### src/shared/gcr_cfg.svh
// constants for the global clock, reset and interrupt control block
`ifndef GCR_CFG_SVH
`define GCR_CFG_SVH
`define GCR_PORTS          8
`define GCR_STAT_W         8
`define GCR_SEL_W          4
`define GCR_MCLK_HZ        25000000
`define GCR_SETTLE_NS      300
`define GCR_SETTLE_CYC     ((`GCR_SETTLE_NS * (`GCR_MCLK_HZ / 1000000) + 999) / 1000)
`define GCR_RST_PULSE_CYC  4
`define GCR_BIT_FRM_RST    1
`define GCR_BIT_RHDLC_RST  6
`define GCR_BIT_THDLC_RST  5
`define GCR_BIT_ES_RST     2
`define GCR_BIT_BOC_RST    7
`define GCR_ACC_W          16
`endif

### src/shared/gcr_pkg.sv
// types for the global clock, reset and interrupt control block
package gcr_pkg;
	typedef enum logic [1:0] {
		GCR_IDLE   = 2'b00,
		GCR_PULSE  = 2'b01,
		GCR_SETTLE = 2'b11
	} gcr_rst_e;
	typedef logic [3:0] gcr_sel_t;
endpackage

### src/hdl/gcr_top.sv
// global clock select, reset hooks, line power controls and interrupt tree
`timescale 1ns/1ps
`default_nettype none
`include "gcr_cfg.svh"
module gcr_top
	import gcr_pkg::*;
(
	input  wire logic                   mclk,
	input  wire logic                   rst,
	input  wire logic                   device_reset_n,
	input  wire logic                   scan_port_reset_n,
	input  wire gcr_sel_t               aux_clock_freq_select,
	input  wire logic [`GCR_PORTS-1:0]  line_standard_select,
	input  wire logic                   clock_ctrl_wr,
	input  wire logic                   global_soft_reset_wr,
	input  wire logic [`GCR_PORTS-1:0]  rx_framer_mode_wr,
	input  wire logic [`GCR_PORTS-1:0]  tx_framer_mode_wr,
	input  wire logic [`GCR_PORTS-1:0]  rx_hdlc_ctrl_wr,
	input  wire logic [`GCR_PORTS-1:0]  tx_hdlc_ctrl_wr,
	input  wire logic [`GCR_PORTS-1:0]  rx_elastic_ctrl_wr,
	input  wire logic [`GCR_PORTS-1:0]  tx_elastic_ctrl_wr,
	input  wire logic [`GCR_PORTS-1:0]  rx_code_ctrl_wr,
	input  wire logic [7:0]             wr_data,
	input  wire logic [`GCR_PORTS-1:0]  loop_up_code_wr,
	input  wire logic [`GCR_PORTS-1:0]  loop_down_code_wr,
	input  wire logic [`GCR_PORTS-1:0]  spare_code_wr,
	input  wire logic [`GCR_PORTS-1:0]  line_driver_power_down,
	input  wire logic [`GCR_PORTS-1:0]  line_receiver_power_down,
	input  wire logic [`GCR_PORTS-1:0]  line_driver_output_enable,
	input  wire logic [`GCR_PORTS-1:0]  line_data_pos,
	input  wire logic [`GCR_PORTS-1:0]  line_data_neg,
	input  wire logic [`GCR_PORTS*`GCR_STAT_W-1:0] tx_events,
	input  wire logic [`GCR_PORTS*`GCR_STAT_W-1:0] rx_events,
	input  wire logic [`GCR_PORTS*`GCR_STAT_W-1:0] line_events,
	input  wire logic [`GCR_PORTS*`GCR_STAT_W-1:0] tester_events,
	input  wire logic [`GCR_PORTS*`GCR_STAT_W-1:0] tx_mask,
	input  wire logic [`GCR_PORTS*`GCR_STAT_W-1:0] rx_mask,
	input  wire logic [`GCR_PORTS*`GCR_STAT_W-1:0] line_mask,
	input  wire logic [`GCR_PORTS*`GCR_STAT_W-1:0] tester_mask,
	input  wire logic [3:0]             clr_sel,
	input  wire logic [`GCR_PORTS-1:0]  clr_port,
	input  wire logic [`GCR_STAT_W-1:0] clr_data,
	output logic                        aux_clock_out,
	output logic                        scan_reset,
	output logic                        settle_busy,
	output logic [`GCR_PORTS-1:0]       framer_reset,
	output logic [`GCR_PORTS-1:0]       line_reset,
	output logic [`GCR_PORTS-1:0]       tester_reset,
	output logic [`GCR_PORTS-1:0]       rx_framer_reset,
	output logic [`GCR_PORTS-1:0]       tx_framer_reset,
	output logic [`GCR_PORTS-1:0]       rx_hdlc_reset,
	output logic [`GCR_PORTS-1:0]       tx_hdlc_reset,
	output logic [`GCR_PORTS-1:0]       rx_elastic_reset,
	output logic [`GCR_PORTS-1:0]       tx_elastic_reset,
	output logic [`GCR_PORTS-1:0]       rx_code_reset,
	output logic [`GCR_PORTS-1:0]       loop_code_restart,
	output logic [`GCR_PORTS-1:0]       spare_code_restart,
	output logic [`GCR_PORTS-1:0]       tx_powered,
	output logic [`GCR_PORTS-1:0]       rx_powered,
	output logic [`GCR_PORTS-1:0]       line_out_pos,
	output logic [`GCR_PORTS-1:0]       line_out_neg,
	output logic [`GCR_PORTS-1:0]       line_out_oe,
	output logic [`GCR_PORTS-1:0]       global_framer_irq_info,
	output logic [`GCR_PORTS-1:0]       global_line_irq_info,
	output logic [`GCR_PORTS-1:0]       global_tester_irq_info,
	output logic [`GCR_PORTS-1:0]       tx_irq_info_reg,
	output logic [`GCR_PORTS-1:0]       rx_irq_info_reg,
	output logic [`GCR_PORTS*`GCR_STAT_W-1:0] tx_latched_status,
	output logic [`GCR_PORTS*`GCR_STAT_W-1:0] rx_latched_status,
	output logic [`GCR_PORTS*`GCR_STAT_W-1:0] line_latched_status,
	output logic [`GCR_PORTS*`GCR_STAT_W-1:0] tester_latched_status,
	output logic                        irq_out_n,
	output logic                        irq_out_oe
);
	localparam logic [2:0] PULSE_LAST = 3'(`GCR_RST_PULSE_CYC - 1);
	localparam logic [3:0] SETTLE_LAST = 4'(`GCR_SETTLE_CYC - 1);

	// pin synchronisers: first stage read only by the second
	logic       dev_rst_s1_q;
	logic       dev_rst_s2_q;
	logic       scan_rst_s1_q;
	logic       scan_rst_s2_q;
	logic       dev_reset_now;

	always_ff @(posedge mclk or posedge rst) begin
		if (rst) begin
			dev_rst_s1_q  <= 1'b0;
			dev_rst_s2_q  <= 1'b0;
			scan_rst_s1_q <= 1'b0;
			scan_rst_s2_q <= 1'b0;
		end else begin
			dev_rst_s1_q  <= device_reset_n;
			dev_rst_s2_q  <= dev_rst_s1_q;
			scan_rst_s1_q <= scan_port_reset_n;
			scan_rst_s2_q <= scan_rst_s1_q;
		end
	end

	// pin low holds the framer, line and tester blocks in reset and powers down the drivers
	assign dev_reset_now = ~dev_rst_s2_q;

	// scan port reset separate from device reset
	always_ff @(posedge mclk or posedge rst) begin
		if (rst)
			scan_reset <= 1'b1;
		else
			scan_reset <= ~scan_rst_s2_q;
	end

	// global soft reset sequencer: stretched pulse, so slow logic sees it
	gcr_rst_e   st_q;
	gcr_rst_e   st_d;
	logic [2:0] pulse_cnt_q;
	logic [3:0] settle_cnt_q;
	logic       glob_pulse;

	always_comb begin
		st_d = st_q;
		case (st_q)
			GCR_IDLE: begin
				// any write to the global register starts a reset
				if (global_soft_reset_wr)
					st_d = GCR_PULSE;
				else if (clock_ctrl_wr)
					st_d = GCR_SETTLE;
			end
			GCR_PULSE: begin
				if (pulse_cnt_q == PULSE_LAST)
					st_d = GCR_IDLE;
			end
			GCR_SETTLE: begin
				if (global_soft_reset_wr)
					st_d = GCR_PULSE;
				else if (settle_cnt_q == SETTLE_LAST)
					st_d = GCR_IDLE;
			end
			default: st_d = GCR_IDLE;
		endcase
	end

	assign glob_pulse = (st_q == GCR_PULSE);

	always_ff @(posedge mclk or posedge rst) begin
		if (rst) begin
			st_q         <= GCR_IDLE;
			pulse_cnt_q  <= 3'h0;
			settle_cnt_q <= 4'h0;
		end else begin
			st_q         <= st_d;
			pulse_cnt_q  <= (st_q == GCR_PULSE) ? pulse_cnt_q + 3'h1 : 3'h0;
			settle_cnt_q <= (st_q == GCR_SETTLE) ? settle_cnt_q + 4'h1 : 4'h0;
		end
	end

	// clock settle window shown to the host, who must honour it
	always_ff @(posedge mclk or posedge rst) begin
		if (rst)
			settle_busy <= 1'b0;
		else
			settle_busy <= (st_d == GCR_SETTLE);
	end

	logic all_rst;
	assign all_rst = dev_reset_now | glob_pulse;

	// per-port reset hooks; strobes pulse only when their bit is written as one, code restarts pulse on any write
	logic [`GCR_PORTS-1:0] lreset_d;
	logic [`GCR_PORTS-1:0] tx_pd;
	logic [`GCR_PORTS-1:0] drive;

	genvar p;
	generate
		for (p = 0; p < `GCR_PORTS; p++) begin : g_port
			always_ff @(posedge mclk or posedge rst) begin
				if (rst) begin
					framer_reset[p]       <= 1'b1;
					line_reset[p]         <= 1'b1;
					tester_reset[p]       <= 1'b1;
					rx_framer_reset[p]    <= 1'b0;
					tx_framer_reset[p]    <= 1'b0;
					rx_hdlc_reset[p]      <= 1'b0;
					tx_hdlc_reset[p]      <= 1'b0;
					rx_elastic_reset[p]   <= 1'b0;
					tx_elastic_reset[p]   <= 1'b0;
					rx_code_reset[p]      <= 1'b0;
					loop_code_restart[p]  <= 1'b0;
					spare_code_restart[p] <= 1'b0;
				end else begin
					// hardware reset and soft reset reach all three
					framer_reset[p]       <= all_rst;
					line_reset[p]         <= all_rst;
					tester_reset[p]       <= all_rst;
					rx_framer_reset[p]    <= rx_framer_mode_wr[p] & wr_data[`GCR_BIT_FRM_RST];
					tx_framer_reset[p]    <= tx_framer_mode_wr[p] & wr_data[`GCR_BIT_FRM_RST];
					rx_hdlc_reset[p]      <= rx_hdlc_ctrl_wr[p] & wr_data[`GCR_BIT_RHDLC_RST];
					tx_hdlc_reset[p]      <= tx_hdlc_ctrl_wr[p] & wr_data[`GCR_BIT_THDLC_RST];
					rx_elastic_reset[p]   <= rx_elastic_ctrl_wr[p] & wr_data[`GCR_BIT_ES_RST];
					tx_elastic_reset[p]   <= tx_elastic_ctrl_wr[p] & wr_data[`GCR_BIT_ES_RST];
					rx_code_reset[p]      <= rx_code_ctrl_wr[p] & wr_data[`GCR_BIT_BOC_RST];
					loop_code_restart[p]  <= loop_up_code_wr[p] | loop_down_code_wr[p];
					spare_code_restart[p] <= spare_code_wr[p];
				end
			end
		end
	endgenerate

	// power-down tristates and unpowers; enable clear only tristates
	assign tx_pd = line_driver_power_down | {`GCR_PORTS{all_rst}};
	assign drive = ~tx_pd & line_driver_output_enable;

	always_ff @(posedge mclk or posedge rst) begin
		if (rst) begin
			tx_powered   <= '0;
			rx_powered   <= '0;
			line_out_pos <= '0;
			line_out_neg <= '0;
			line_out_oe  <= '0;
		end else begin
			tx_powered   <= ~tx_pd;
			rx_powered   <= ~line_receiver_power_down;
			line_out_pos <= line_data_pos & drive;
			line_out_neg <= line_data_neg & drive;
			line_out_oe  <= drive;
		end
	end

	// interrupt tree: four latched groups per port
	logic [`GCR_PORTS-1:0] info_tx;
	logic [`GCR_PORTS-1:0] info_rx;
	logic [`GCR_PORTS-1:0] info_ln;
	logic [`GCR_PORTS-1:0] info_bt;

	generate
		for (p = 0; p < `GCR_PORTS; p++) begin : g_irq
			gcr_port_irq u_tx (
				.mclk    (mclk),
				.rst     (rst),
				.events  (tx_events[p*`GCR_STAT_W +: `GCR_STAT_W]),
				.clr_w1c (clr_data),
				.clr_we  (clr_port[p] & clr_sel[0]),
				.mask    (tx_mask[p*`GCR_STAT_W +: `GCR_STAT_W]),
				.latched (tx_latched_status[p*`GCR_STAT_W +: `GCR_STAT_W]),
				.info    (info_tx[p])
			);
			gcr_port_irq u_rx (
				.mclk    (mclk),
				.rst     (rst),
				.events  (rx_events[p*`GCR_STAT_W +: `GCR_STAT_W]),
				.clr_w1c (clr_data),
				.clr_we  (clr_port[p] & clr_sel[1]),
				.mask    (rx_mask[p*`GCR_STAT_W +: `GCR_STAT_W]),
				.latched (rx_latched_status[p*`GCR_STAT_W +: `GCR_STAT_W]),
				.info    (info_rx[p])
			);
			gcr_port_irq u_ln (
				.mclk    (mclk),
				.rst     (rst),
				.events  (line_events[p*`GCR_STAT_W +: `GCR_STAT_W]),
				.clr_w1c (clr_data),
				.clr_we  (clr_port[p] & clr_sel[2]),
				.mask    (line_mask[p*`GCR_STAT_W +: `GCR_STAT_W]),
				.latched (line_latched_status[p*`GCR_STAT_W +: `GCR_STAT_W]),
				.info    (info_ln[p])
			);
			gcr_port_irq u_bt (
				.mclk    (mclk),
				.rst     (rst),
				.events  (tester_events[p*`GCR_STAT_W +: `GCR_STAT_W]),
				.clr_w1c (clr_data),
				.clr_we  (clr_port[p] & clr_sel[3]),
				.mask    (tester_mask[p*`GCR_STAT_W +: `GCR_STAT_W]),
				.latched (tester_latched_status[p*`GCR_STAT_W +: `GCR_STAT_W]),
				.info    (info_bt[p])
			);
		end
	endgenerate

	logic any_pending;
	// global bits are or of per-port info
	assign any_pending = |(info_tx | info_rx | info_ln | info_bt);

	// one global bit per port; refreshed every cycle
	always_ff @(posedge mclk or posedge rst) begin
		if (rst) begin
			tx_irq_info_reg        <= '0;
			rx_irq_info_reg        <= '0;
			global_framer_irq_info <= '0;
			global_line_irq_info   <= '0;
			global_tester_irq_info <= '0;
			irq_out_n              <= 1'b0;
			irq_out_oe             <= 1'b0;
		end else begin
			tx_irq_info_reg        <= info_tx;
			rx_irq_info_reg        <= info_rx;
			global_framer_irq_info <= info_tx | info_rx;
			global_line_irq_info   <= info_ln;
			global_tester_irq_info <= info_bt;
			// open drain: pull low only when pending
			irq_out_n              <= 1'b0;
			irq_out_oe             <= any_pending;
		end
	end

	gcr_aux_clk u_aux (
		.mclk                 (mclk),
		.rst                  (rst),
		.sel                  (aux_clock_freq_select),
		.line_standard_select (line_standard_select[0]),
		.aux_clock_out        (aux_clock_out)
	);
endmodule // gcr_top
`default_nettype wire

### src/hdl/gcr_aux_clk.sv
// auxiliary output clock synthesis directly from the master clock
`timescale 1ns/1ps
`default_nettype none
`include "gcr_cfg.svh"
module gcr_aux_clk
	import gcr_pkg::*;
(
	input  wire logic                  mclk,
	input  wire logic                  rst,
	input  wire gcr_sel_t              sel,
	input  wire logic                  line_standard_select,
	output logic                       aux_clock_out
);
	// phase accumulator stands in for the synthesis pll; clocked directly by mclk, no prescaler
	logic [`GCR_ACC_W-1:0] acc_q;
	logic [`GCR_ACC_W-1:0] step;
	logic [15:0]           khz;
	logic [15:0]           scaled;

	function automatic logic [15:0] sel_khz(input gcr_sel_t s);
		case (s)
			4'h0: sel_khz = 16'd2048;
			4'h1: sel_khz = 16'd4096;
			4'h2: sel_khz = 16'd8192;
			4'h3: sel_khz = 16'd16384;
			4'h4: sel_khz = 16'd1544;
			4'h5: sel_khz = 16'd3088;
			4'h6: sel_khz = 16'd6176;
			4'h7: sel_khz = 16'd12352;
			4'h8: sel_khz = 16'd1536;
			4'h9: sel_khz = 16'd3072;
			4'ha: sel_khz = 16'd6144;
			4'hb: sel_khz = 16'd12288;
			4'hc: sel_khz = 16'd32;
			4'hd: sel_khz = 16'd64;
			4'he: sel_khz = 16'd128;
			default: sel_khz = 16'd256;
		endcase
	endfunction

	assign khz = sel_khz(sel);
	// line standard select has no effect, both arms give the same step; raw mclk, no prescaler
	// limitation: at 25 MHz only rates below 12.5 MHz are exact on average
	// wraps per ms match the rate in khz; truncation costs far less than one edge
	assign scaled = 16'((32'(khz) << 16) / 32'(`GCR_MCLK_HZ / 1000));
	assign step   = line_standard_select ? scaled : scaled;

	always_ff @(posedge mclk or posedge rst) begin
		if (rst) begin
			acc_q         <= 16'h0000;
			aux_clock_out <= 1'b0;
		end else begin
			acc_q         <= acc_q + step;
			aux_clock_out <= acc_q[`GCR_ACC_W-1];
		end
	end
endmodule // gcr_aux_clk
`default_nettype wire

### src/hdl/gcr_port_irq.sv
// one port's latched status, mask and live information bit
`timescale 1ns/1ps
`default_nettype none
`include "gcr_cfg.svh"
module gcr_port_irq (
	input  wire logic                   mclk,
	input  wire logic                   rst,
	input  wire logic [`GCR_STAT_W-1:0] events,
	input  wire logic [`GCR_STAT_W-1:0] clr_w1c,
	input  wire logic                   clr_we,
	input  wire logic [`GCR_STAT_W-1:0] mask,
	output logic      [`GCR_STAT_W-1:0] latched,
	output logic                        info
);
	logic [`GCR_STAT_W-1:0] clr_eff;
	logic [`GCR_STAT_W-1:0] latched_d;

	// one clears, zero leaves alone; a new event beats the clear
	assign clr_eff   = clr_we ? clr_w1c : '0;
	assign latched_d = (latched & ~clr_eff) | events;

	always_ff @(posedge mclk or posedge rst) begin
		if (rst)
			latched <= '0;
		else
			latched <= latched_d;
	end

	// masked bits still latch but stay out of info
	// info is or of unmasked latched bits; live, not latched
	assign info = |(latched & ~mask);
endmodule // gcr_port_irq
`default_nettype wire

### config.mk
export PLATFORM = sky130hd
export DESIGN_NAME = gcr_top
export DESIGN_NICKNAME = d
export VERILOG_FILES = /design/src/shared/gcr_pkg.sv /design/src/hdl/gcr_top.sv /design/src/hdl/gcr_aux_clk.sv /design/src/hdl/gcr_port_irq.sv
export VERILOG_INCLUDE_DIRS = /design/src /design/src/shared
export SDC_FILE = /design/constraint.sdc
export NUM_CORES = 1
export LEC_CHECK = 0
export ABC_AREA = 1
export BUFFER_PORTS_ARGS = -buffer_cell sky130_fd_sc_hd__clkbuf_2
export CORE_AREA = 2 2 440 442
export DETAILED_ROUTE_END_ITERATION = 8
export DIE_AREA = 0 0 442 444
export SYNTH_ARGS = -nofsm -noshare
export SYNTH_HDL_FRONTEND = slang
export SYNTH_SLANG_ARGS = --single-unit
### constraint.sdc
create_clock -name mclk -period 14.83 [get_ports mclk]
set_input_delay 2.966 -clock mclk [delete_from_list [all_inputs] [get_ports mclk]]
set_output_delay 2.966 -clock mclk [all_outputs]
set_load 0.005 [all_outputs]
# After elaboration in Yosys (flattened, before gate mapping)
# Memory sizes are Yosys's and may differ from the RTL's.
# Index checks and enable logic that the tools add are counted.
[word_totals]
reg_bits = 442
romBits = 192
inputBits = 678
out_inout_bits = 437
elab_cells = 479
memories = 1
[memory_table]
columns = ["memory", "depth", "word_bits", "rd", "rd_clocked_by_memory_dff", "write_ports", "line_no", "source"]
rows = [
  ["(name not given)", 16, 12, 1, 0, 0, "gcr_aux_clk.sv:21", "case (s)"],
]
[op_classes]
addsub = 3
div = 1
eq_ne = 5
n_mux = 40
bitwise_logic = 268
reduce_logical = 34
[op_table]
columns = ["operator", "count"]
rows = [
  ["bitwise AND 8 bit", 67],
  ["inverter 8 bit", 66],
  ["OR 8 bit", 36],
  ["OR reduction 8 bit", 33],
  ["2-to-1 mux 8 bit", 32],
  ["bitwise AND 1 bit", 88],
  ["divider 32 x 15 -> 32 bit, second input constant", 1],
  ["adder 16 bit", 1],
  ["2-to-1 mux 2 bit", 5],
  ["OR 1 bit", 9],
  ["case mux 2 bit (3 select lines)", 1],
  ["adder 4 x 1 -> 4 bit, second input constant", 1],
  ["equality test 2 bit, second input constant", 2],
  ["equality test 4 x 3 -> 1 bit, second input constant", 1],
  ["2-to-1 mux 4 bit", 1],
  ["adder 3 x 1 -> 3 bit, second input constant", 1],
  ["equality test 3 x 2 -> 1 bit, second input constant", 1],
  ["2-to-1 mux 3 bit", 1],
  ["equality test 2 x 1 -> 1 bit, second input constant", 1],
  ["logical NOT 2 bit", 1],
  ["inverter 1 bit", 2],
]

# Longest topological paths before layout
# Gate-level depths: netlist of the first run.
[logic_depth]
depth_word = 7
ltp_mapped = 158
ltp_nobuf = 150

# Hierarchy
# From an unflattened synthesis of the first run, not the netlist that was laid out.
[unflattened]
hier_cells = 4243
hier_area_um2 = 31246.2
[by_module_without_submodules]
columns = ["mod", "n_inst", "cells_each", "area_per_inst_um2", "seq_area_each_um2"]
rows = [
  ["gcr_aux_clk", 1, 2136, 12898.6, 425.4],
  ["gcr_port_irq", 32, 49, 391.6, 200.2],
  ["gcr_top", 1, 539, 5815.6, 4231.6],
]

# Worst setup path after synthesis of the first run
# Ideal clock, no wire load.
[synth_path]
path_kind = "input to register"
start = "in aux_clock_freq_select[1]"
end = "reg u_aux.acc_q[14]"
setup_time_ps = 131
t_arrival_ps = 19390
required_time_ps = 14699
path_slack_ps = -4691
stages = 147
n_path_buf = 15
path_cell_list = "inv_1 > ha_1 > nand3_1 > nand3_1 > nor2_1 > nor2_4 > nor2_1 > inv_1 > ha_1 > nand3b_1 > nand2_1 > nand3_1 > nand2_1 > nand2_1 > nand2_2 > nor2_2 > nand2_8 > nand3_4 > [... 111 more ...] > a21oi_1 > nand2_1 > nor2_1 > nand2_1 > ha_1 > fa_1 > a31oi_1 > o21ai_0 > a21oi_1 > o21ai_0 > a21oi_1 > nor2_1 > nor2_1 > o21bai_1 > a21o_1 > a21oi_1 > o21ai_0 > xor2_1"
[synth_via]
elab_chain_len = 3
[synth_lines]
columns = ["item", "line_no", "source"]
rows = [
  ["start: declaration", "gcr_top.sv:12", "input wire gcr_sel_t aux_clock_freq_select,"],
  ["memory (16 x 12 bit)", "-", ""],
  ["divider 32 x 15 -> 32 bit", "gcr_aux_clk.sv:45", "assign scaled = 16'((32'(khz) << 16) / 32'(`GCR_MCLK_HZ / 1000));"],
  ["adder 16 bit", "gcr_aux_clk.sv:53", "acc_q <= acc_q + step;"],
  ["end signal: assignment", "gcr_aux_clk.sv:53", ""],
  ["end: declaration", "gcr_aux_clk.sv:15", "logic [`GCR_ACC_W-1:0] acc_q;"],
]
# No other way between the ends.

# Worst setup path after layout of the first run
[layout_path]
start = "in aux_clock_freq_select[1]"
end = "reg u_aux.acc_q[10]"
# Same word-level chain as after synthesis.

==> results of run 1 <==
area by class of cell:
type,count,area (sq um),area share
Antenna cell,30,75.1,0.00151
Clock buffer,81,1680,0.0338
Clock inverter,30,405,0.00815
Inverter,687,2700,0.0542
Multi-Input combinational cell,2568,17900,0.359
Sequential cell,442,11100,0.222
Tap cell,2526,3160,0.0635
Timing Repair Buffer,1978,12800,0.257
cell families after synthesis:
kind of cell / Yosys count / synth area share
flip-flops: 442 / 0.373
AO/OA/AOI/OAI: 511 / 0.118
AND/OR/NAND/NOR: 1916 / 0.349
adder cells (fa/ha/maj): 41 / 0.0176
XOR/XNOR: 87 / 0.0257
multiplexers: 1 / 0.000338
other: 1 / 0.000127
buffers and inverters: 776 / 0.115
cells in the final DEF, fill, tap and decap left out, types with 14 or more instances in the layout:
cell type                   synthesis  routed
sky130_fd_sc_hd__a21oi_1           32      20
sky130_fd_sc_hd__buf_12             8      20
sky130_fd_sc_hd__buf_4             25     764
sky130_fd_sc_hd__buf_6              7      80
sky130_fd_sc_hd__clkbuf_16          0      63
sky130_fd_sc_hd__clkbuf_2           0    1101
sky130_fd_sc_hd__clkinv_2           7      17
sky130_fd_sc_hd__dfrtp_1          440     440
sky130_fd_sc_hd__diode_2            0      30
sky130_fd_sc_hd__ha_1              40      20
sky130_fd_sc_hd__ha_4               0      18
sky130_fd_sc_hd__inv_1            614     560
sky130_fd_sc_hd__inv_2             49      89
sky130_fd_sc_hd__inv_4              9      22
sky130_fd_sc_hd__nand2_1          681     538
sky130_fd_sc_hd__nand2_2          201     261
sky130_fd_sc_hd__nand2_4          122     190
sky130_fd_sc_hd__nand2_8            8      32
sky130_fd_sc_hd__nand3_1          233     164
sky130_fd_sc_hd__nand3_2           43      80
sky130_fd_sc_hd__nand3_4           13      47
sky130_fd_sc_hd__nand3b_1          14      14
sky130_fd_sc_hd__nand4_1           62      62
sky130_fd_sc_hd__nor2_1           399     362
sky130_fd_sc_hd__nor2_2            35      31
sky130_fd_sc_hd__nor2_4            33      74
sky130_fd_sc_hd__o21ai_0           39      26
sky130_fd_sc_hd__o21ai_2           19      17
sky130_fd_sc_hd__o21ai_4            0      16
sky130_fd_sc_hd__o21bai_1         253     252
sky130_fd_sc_hd__o22ai_1          128     128
sky130_fd_sc_hd__or4_1             16      16
sky130_fd_sc_hd__xor2_1            80      70
timing repair:
item / 4_1_cts / 5_1_grt
gates resized for setup: 308 / 313
pin swaps: 181 / 216
buffers inserted: 113 / 74
setup endpoints to repair: 16 / 16
gates cloned: 16 / 0
per-layer routing:
layer,vias to the layer above,share of wire,GRT usage
li1,15900,-,-
met1,16200,0.39,0.215
met2,1204,0.47,0.298
met3,357,0.080,0.0498
met4,30,0.065,0.101
met5,-,0.0010,0
stage by stage:
step / std cells / hold slack (ns) / setup WS, ns / util
floorplan: 3775 / 0.331 / -3.43 / -
global placement: 8003 / 0.335 / -3.79 / 0.226
detailed placement: 8003 / 0.340 / -4.07 / 0.226
CTS: 8241 / 0.354 / -2.36 / 0.250
global route: 8321 / 0.360 / -3.52 / 0.259
finish: 8342 / 0.355 / -2.62 / 0.260
path summary, 6_finish.rpt:
path,from,end,cells past startpoint
hold reg to reg,dev_rst_s1_q,dev_rst_s2_q,0
setup reg to reg,g_irq[4].u_rx.latched[2],irq_out_oe,8
setup / recovery,aux_clock_freq_select[1],u_aux.acc_q[10],139
max in group asynchronous,rst,g_irq[3].u_rx.latched[7],6
hold / removal,dev_rst_s1_q,dev_rst_s2_q,0
min in group asynchronous,rst,g_irq[5].u_tx.latched[2],3
==> results, run 1 <==
- Counting flops with an async set or reset pin after synthesis yields a share of 1.00.
- The global-route usage over all layers is 0.182.
- The worst-path cell with the longest stage delay is sky130_fd_sc_hd__fa_2.
- Derived from the worst setup path, the maximum achievable clock frequency is between 0.05 and 0.06 GHz.
- The number of vias per cell is around 4.0.
- Across all setup checks in the final design, the least slack found is -2.62 ns.
- The total global routing overflow is 0.
- The share of the Yosys chip area taken by registers is 0.373.
- The pin count of the biggest net entering global routing is 143.
- After detailed routing, the average wire length per cell comes to between 20 and 25 um.
- TritonCTS built the clock tree.
- The top cell type by total area after synthesis is sky130_fd_sc_hd__dfrtp_1.
- The most used flip-flop cell after synthesis is sky130_fd_sc_hd__dfrtp_1.
- In this run, synthesis produced a sequential element count of roughly 440.
- The number of buffers added on ports is between 1000 and 1500.
- The detailed router finished its first iteration with about 2300 violations.
- The die span in x is 442 um.
- The count of endpoints failing setup in the final report is 16.
- Compared with the post-synthesis result, the final layout area differs by 67.9%.
- By startpoint and endpoint, the worst setup path is classified as in -> reg.
- The number of nets in the synthesized netlist is roughly 4500.
- The cts-stage hold buffer count is 0.
- Buffers inserted during clock tree synthesis total 61.
- The die area is around 200000 sq um.
- Yosys attributes the largest share of cell area to sky130_fd_sc_hd__dfrtp_1 (37%), sky130_fd_sc_hd__nand2_1 (8.6%), sky130_fd_sc_hd__inv_1 (7.8%), sky130_fd_sc_hd__o21bai_1 (6.4%), sky130_fd_sc_hd__nor2_1 (5.1%).
- The post-layout net count is between 6000 and 7000.
- The layout cell share with drive strength beyond 1 is 0.526.
- The most frequent cell after synthesis is sky130_fd_sc_hd__nand2_1.
- The tool flagged a number of max-cap violations equal to 0.
- Setup repair after global routing could not meet its margin everywhere.
- The instance area at placement is roughly 43000 sq um.
- The hold violation total from the final report is 0.
- In the routed design, unresolved DRC markers number 0.
- The share of synthesized area in the top cell type comes to 0.372.
- The post-layout minimum cycle time is 17.45 ns.
- The worst hold path belongs to the class reg -> reg.
- The post-route cell area is 49700 sq um.
- For this run, the detailed router's first-pass iteration total came to 5.
- Summed over all layers, the routed wires come to ~190 mm.
- After clock tree synthesis, the clock-pin slew on the worst setup and hold paths is 0.06 ns.
- Setup slack on the worst reg-to-reg path comes out at around 12 ns.
- The number of antenna violations at the first check in global routing is 90.
- The via count is 33700.
- The element type at the critical path start is an input port.
- The initial core utilization is 0.155.
- Sorting the synthesized cells by how often they occur yields sky130_fd_sc_hd__nand2_1 (681), sky130_fd_sc_hd__inv_1 (614), sky130_fd_sc_hd__dfrtp_1 (440).
- No sink is reached through more buffers than the 3 on the longest clock path.
- The kind of capture point of the worst setup path is a flop.
- The row count is between 150 and 200.
- The number of enable flip-flop cells after synthesis is 0.
- The largest single stage delay on the critical path is a little under 0.4 ns.
- The number of warning messages in the yosys log is 0.
- The HPWL reported at the end of detailed placement is 154 mm.
- The worst setup skew after layout is 0.0456 ns.
- The core region is between 150000 and 200000 sq um.
- The flow ran to the end, but the final reports show violations.
- For this design the top-level I/O count stands at between 1000 and 1500.
- The congestion estimate from routability-driven global placement came to roughly 0.97.
- The via count of the first global-routing pass is ~33000.
- After synthesis, the netlist uses between 60 and 70 different library cells.
- The arrival time of data at the critical path endpoint is 18.09 ns.
- The post-route fraction of the period consumed by the critical path is 1.18.
- The final max-slew violation count is 0.
- Summing every instance area after synthesis gives roughly 30000 sq um.
- In this run the tightest slew margin relative to its limit is 0.258.
- Of all nets on the critical path, the largest fanout is 8.
- The critical path required time is between 15 and 20 ns.
- Averaged over all synthesized cells, the footprint is between 7 and 8 sq um.
- The number of nets with antenna violations after routing is 0.
- The H-tree was split into 2 levels.
- After technology mapping, the gate count stands at around 3800.
- The top cell family by delay on the critical path is simple AND/OR/NAND/NOR gates.
- The first global-routing pass estimated ~250 mm of wire.
- The checks that failed: setup timing.
- The root cell of the clock tree is sky130_fd_sc_hd__clkbuf_16.
- The critical path contains buffers and inverters numbering 32 combined.
- The clock insertion delay at the later pin of the skew report is between 0.7 and 0.8 ns.
- By instance count, the cell type seen most on the critical path is sky130_fd_sc_hd__nand2_4.
- From bottom edge to top edge, the die measures 444 um.
- Counting the fill cells in the layout gives slightly above 20000.
- The clock sink count is approximately 440.
- The accumulated negative setup slack is -30.15 ns.
- The transition time of the tightest slew-check pin is between 1 and 1.5 ns.
Power of run 1 is left out: the tool's default activity adds up to more than one toggle a clock period on the data nets, which glitch-free logic cannot reach.
==> run 2, diff against run 1 <==
- BUFFER_PORTS_ARGS: -buffer_cell sky130_fd_sc_hd__clkbuf_2 -> -buffer_cell sky130_fd_sc_hd__buf_2
==> run 2 against run 1 <==
Against the previous run:
- the run still ends with setup timing left
- count of clock-buffer cells in the layout decreased by 1
- wire length decreased by 1.0%
- sequential share of layout area increased by 0.16 points
- register-to-register slack improved by 0.07 ns
- final area decreased by 0.71%
- critical path depth increased by 5
- non-clock buffer count increased by 2
- cell count increased by 0.59%
- via count increased by 0.58%
- worst hold slack got worse by 0.0094 ns
- setup slack improved by 0.098 ns
- maximum frequency increased by 0.57%
- critical endpoint is now u_aux.acc_q[15]
==> results, run 2 (same netlist as run 1, synthesis figures left out) <==
- The die area is 196000 sq um (unchanged).
- The number of primary I/O pins is 1115 (unchanged).
- The most frequent cell on the critical path was sky130_fd_sc_hd__nand2_2 (was sky130_fd_sc_hd__nand2_4).
- The number of buffers inserted during clock tree synthesis was 56 (was 61).
- Violations in the final reports: setup timing (unchanged).
- The layout cell share with drive strength beyond 1 is 0.525 (was 0.526).
- The accumulated negative setup slack is -28.17 ns (was -30.15 ns).
- The top cell family by delay on the critical path is simple AND/OR/NAND/NOR gates (unchanged).
- The maximum fanout count along the critical path is 8 (unchanged).
- The category of the most critical setup path is in -> reg (unchanged).
- The met1 layer wirelength in the final routing was 70.5 mm (was 72.2 mm).
- The root cell of the clock tree was sky130_fd_sc_hd__clkbuf_16 (unchanged).
- The stage delay of the slowest cell on the critical path is 0.28 ns (was 0.39 ns).
- The kind of capture point of the worst setup path is a flop (unchanged).
- The wire length of the first global-routing pass was 251 mm (was 252 mm).
- The worst setup skew after layout came to 0.0434 ns (was 0.0456 ns).
- The top metal layer carrying routed signals is met5 (unchanged).
- The global-route usage over all layers was 0.181 (was 0.182).
- The post-route fraction of the period consumed by the critical path came to 1.17 (was 1.18).
- The row count is 161 (unchanged).
- The number of nets with antenna violations after routing is 0 (unchanged).
- The clock tree from TritonCTS is yes (unchanged).
- The worst slew slack as a fraction of its limit is 0.318 (was 0.258).
- The worst setup slack after layout is -2.52 ns (was -2.62 ns).
- The via count of the first global-routing pass is 33800 (was 33500).
- The transition time of the tightest slew-check pin came to 1.02 ns (was 1.11 ns).
- The path class of the lowest-slack min-delay path is reg -> reg (unchanged).
- The layout-stage area growth over the synthesis result was 66.7% (was 67.9%).
- The total length of routed met3 wires is 16.1 mm (was 15.0 mm).
- The detailed-route wire length per cell is 22.0 um (was 22.3 um).
- The clock sink count came to 442 (unchanged).
- The worst-path cell with the longest stage delay is sky130_fd_sc_hd__ha_4 (was sky130_fd_sc_hd__fa_2).
- The core region area is 192000 sq um (unchanged).
- The H-tree depth came to 2 (unchanged).
- The weighted congestion reported at the end of routability-driven placement is 0.984 (was 0.974).
- The DRC violation count after routing is 0 (unchanged).
- The element type at the critical path start is an input port (unchanged).
- The critical path buffer and inverter count is 27 (was 32).
- The wire length on met2 was 87.5 mm (was 86.8 mm).
- The cts-stage hold buffer count is 0 (unchanged).
- The critical path required time is 15.43 ns (was 15.47 ns).
- The number of buffers added on ports was 1102 (unchanged).
- The post-layout minimum cycle time was 17.35 ns (was 17.45 ns).
- Status: finished, violations left (unchanged).
- The routed wire length is 184 mm (was 186 mm).
- The fmax is 0.0576 GHz (was 0.0573 GHz).
- The number of iterations in the first detailed-routing pass was 5 (unchanged).
- The most common cell after layout, fill and taps aside is sky130_fd_sc_hd__buf_2 (was sky130_fd_sc_hd__clkbuf_2).
- The CTS clock-pin slew for the worst setup and hold paths is 0.06 ns (about the same).
- The maximum root-to-sink buffer count came to 3 (unchanged).
- The count of endpoints failing setup in the final report came to 16 (unchanged).
- The number of max-capacitance violations reported is 0 (unchanged).
- The hold violation total from the final report is 0 (unchanged).
- The final max-slew violation count is 0 (unchanged).
- The height of the die is 444 um (unchanged).
- The total global routing overflow is 0 (unchanged).
- The HPWL reported at the end of detailed placement is 152 mm (was 154 mm).
- Leading cell types in the layout, fill and taps excluded: sky130_fd_sc_hd__buf_2 (1101), sky130_fd_sc_hd__buf_4 (780), sky130_fd_sc_hd__inv_1 (560) (was sky130_fd_sc_hd__clkbuf_2 (1101), sky130_fd_sc_hd__buf_4 (764), sky130_fd_sc_hd__inv_1 (560)).
- The arrival time of data at the critical path endpoint is 17.95 ns (was 18.09 ns).
- The post-layout net count is 6454 (was 6457).
- The DRC marker count from the first detailed-route iteration came to 2388 (was 2252).
- The initial core utilization came to 0.155 (unchanged).
- The number of vias per cell is 4.04 (about the same).
- The die span in x was 442 um (unchanged).
- The number of antenna violations at the first check in global routing is 94 (was 90).
- The clock insertion delay at the later pin of the skew report is 0.72 ns (was 0.73 ns).
- Setup repair after global routing missed its margin: yes (unchanged).
- The pin count of the biggest net entering global routing is 152 (was 143).
- The via count is 33900 (was 33700).
[run 2: cell count changes in the layout (fill, tap and decap cells not counted), sizes merged]
cell | before | now
nand3 | 291 | 290
inv | 678 | 676
clkbuf | 1183 | 81
nand2 | 1021 | 1022
diode | 30 | 84
clkinvlp | 9 | 5
buf | 876 | 1979
[run 2: per-stage QoR]
step	cell area [sq um]	setup WS, ns	hold slack [ns]	util	cells
floorplan	30100	-3.43	0.331	-	3775
global placement	43400	-3.74	0.334	0.226	8011
detailed placement	43400	-4.03	0.335	0.226	8011
CTS	47900	-2.20	0.347	0.250	8260
global route	49200	-3.59	0.356	0.257	8318
finish	49400	-2.52	0.345	0.258	8391
[run 2: timing repair]
| item | in CTS | in global routing |
|---|---|---|
| pin swaps | 140 | 230 |
| setup buffers | 134 | 59 |
| cloned | 14 | 1 |
| endpoints found under the setup margin | 16 | 16 |
| gates resized for setup | 321 | 237 |
[run 2: routing by layer]
metal,track usage,vias up
met4,0.0875,28
met2,0.302,1256
li1,-,16000
met5,0,-
met1,0.212,16400
met3,0.0500,326
[run 2: worst reg2reg max path, cell delays in order (launching register included)]
cell,delay (ns)
sky130_fd_sc_hd__dfrtp_1,0.38
sky130_fd_sc_hd__inv_1,0.09
sky130_fd_sc_hd__o22ai_1,0.10
sky130_fd_sc_hd__nor4_2,0.33
sky130_fd_sc_hd__buf_4,0.28
sky130_fd_sc_hd__nand4_1,0.63
sky130_fd_sc_hd__nor4_1,0.84
sky130_fd_sc_hd__and3_1,0.37
sky130_fd_sc_hd__nand4_1,0.10
[run 2: area by class of cell]
class	instances	area [sq um]
diodes	84	210
clock buffers	80	1620
clock inverters	24	355
multi-input cells	2568	17600
fillers	20700	142000
repair buffers	1980	12700
well taps	2526	3160
inverters	687	2680
flip-flops and latches	442	11100
[run 2: final timing paths]
kind                                     startpoint               endpoint  slack (ns)  cells after the start
min in group asynchronous                       rst  spare_code_restart[0]        2.45                      2
max reg2reg                g_irq[4].u_rx.latched[3]             irq_out_oe       11.59                      8
max                        aux_clock_freq_select[1]        u_aux.acc_q[15]       -2.52                    144
min reg2reg                           scan_rst_s1_q          scan_rst_s2_q        0.35                      0
min                                   scan_rst_s1_q          scan_rst_s2_q        0.35                      0
max in group asynchronous                       rst   loop_code_restart[4]       10.26                      4
Power of run 2 is left out for the same reason.
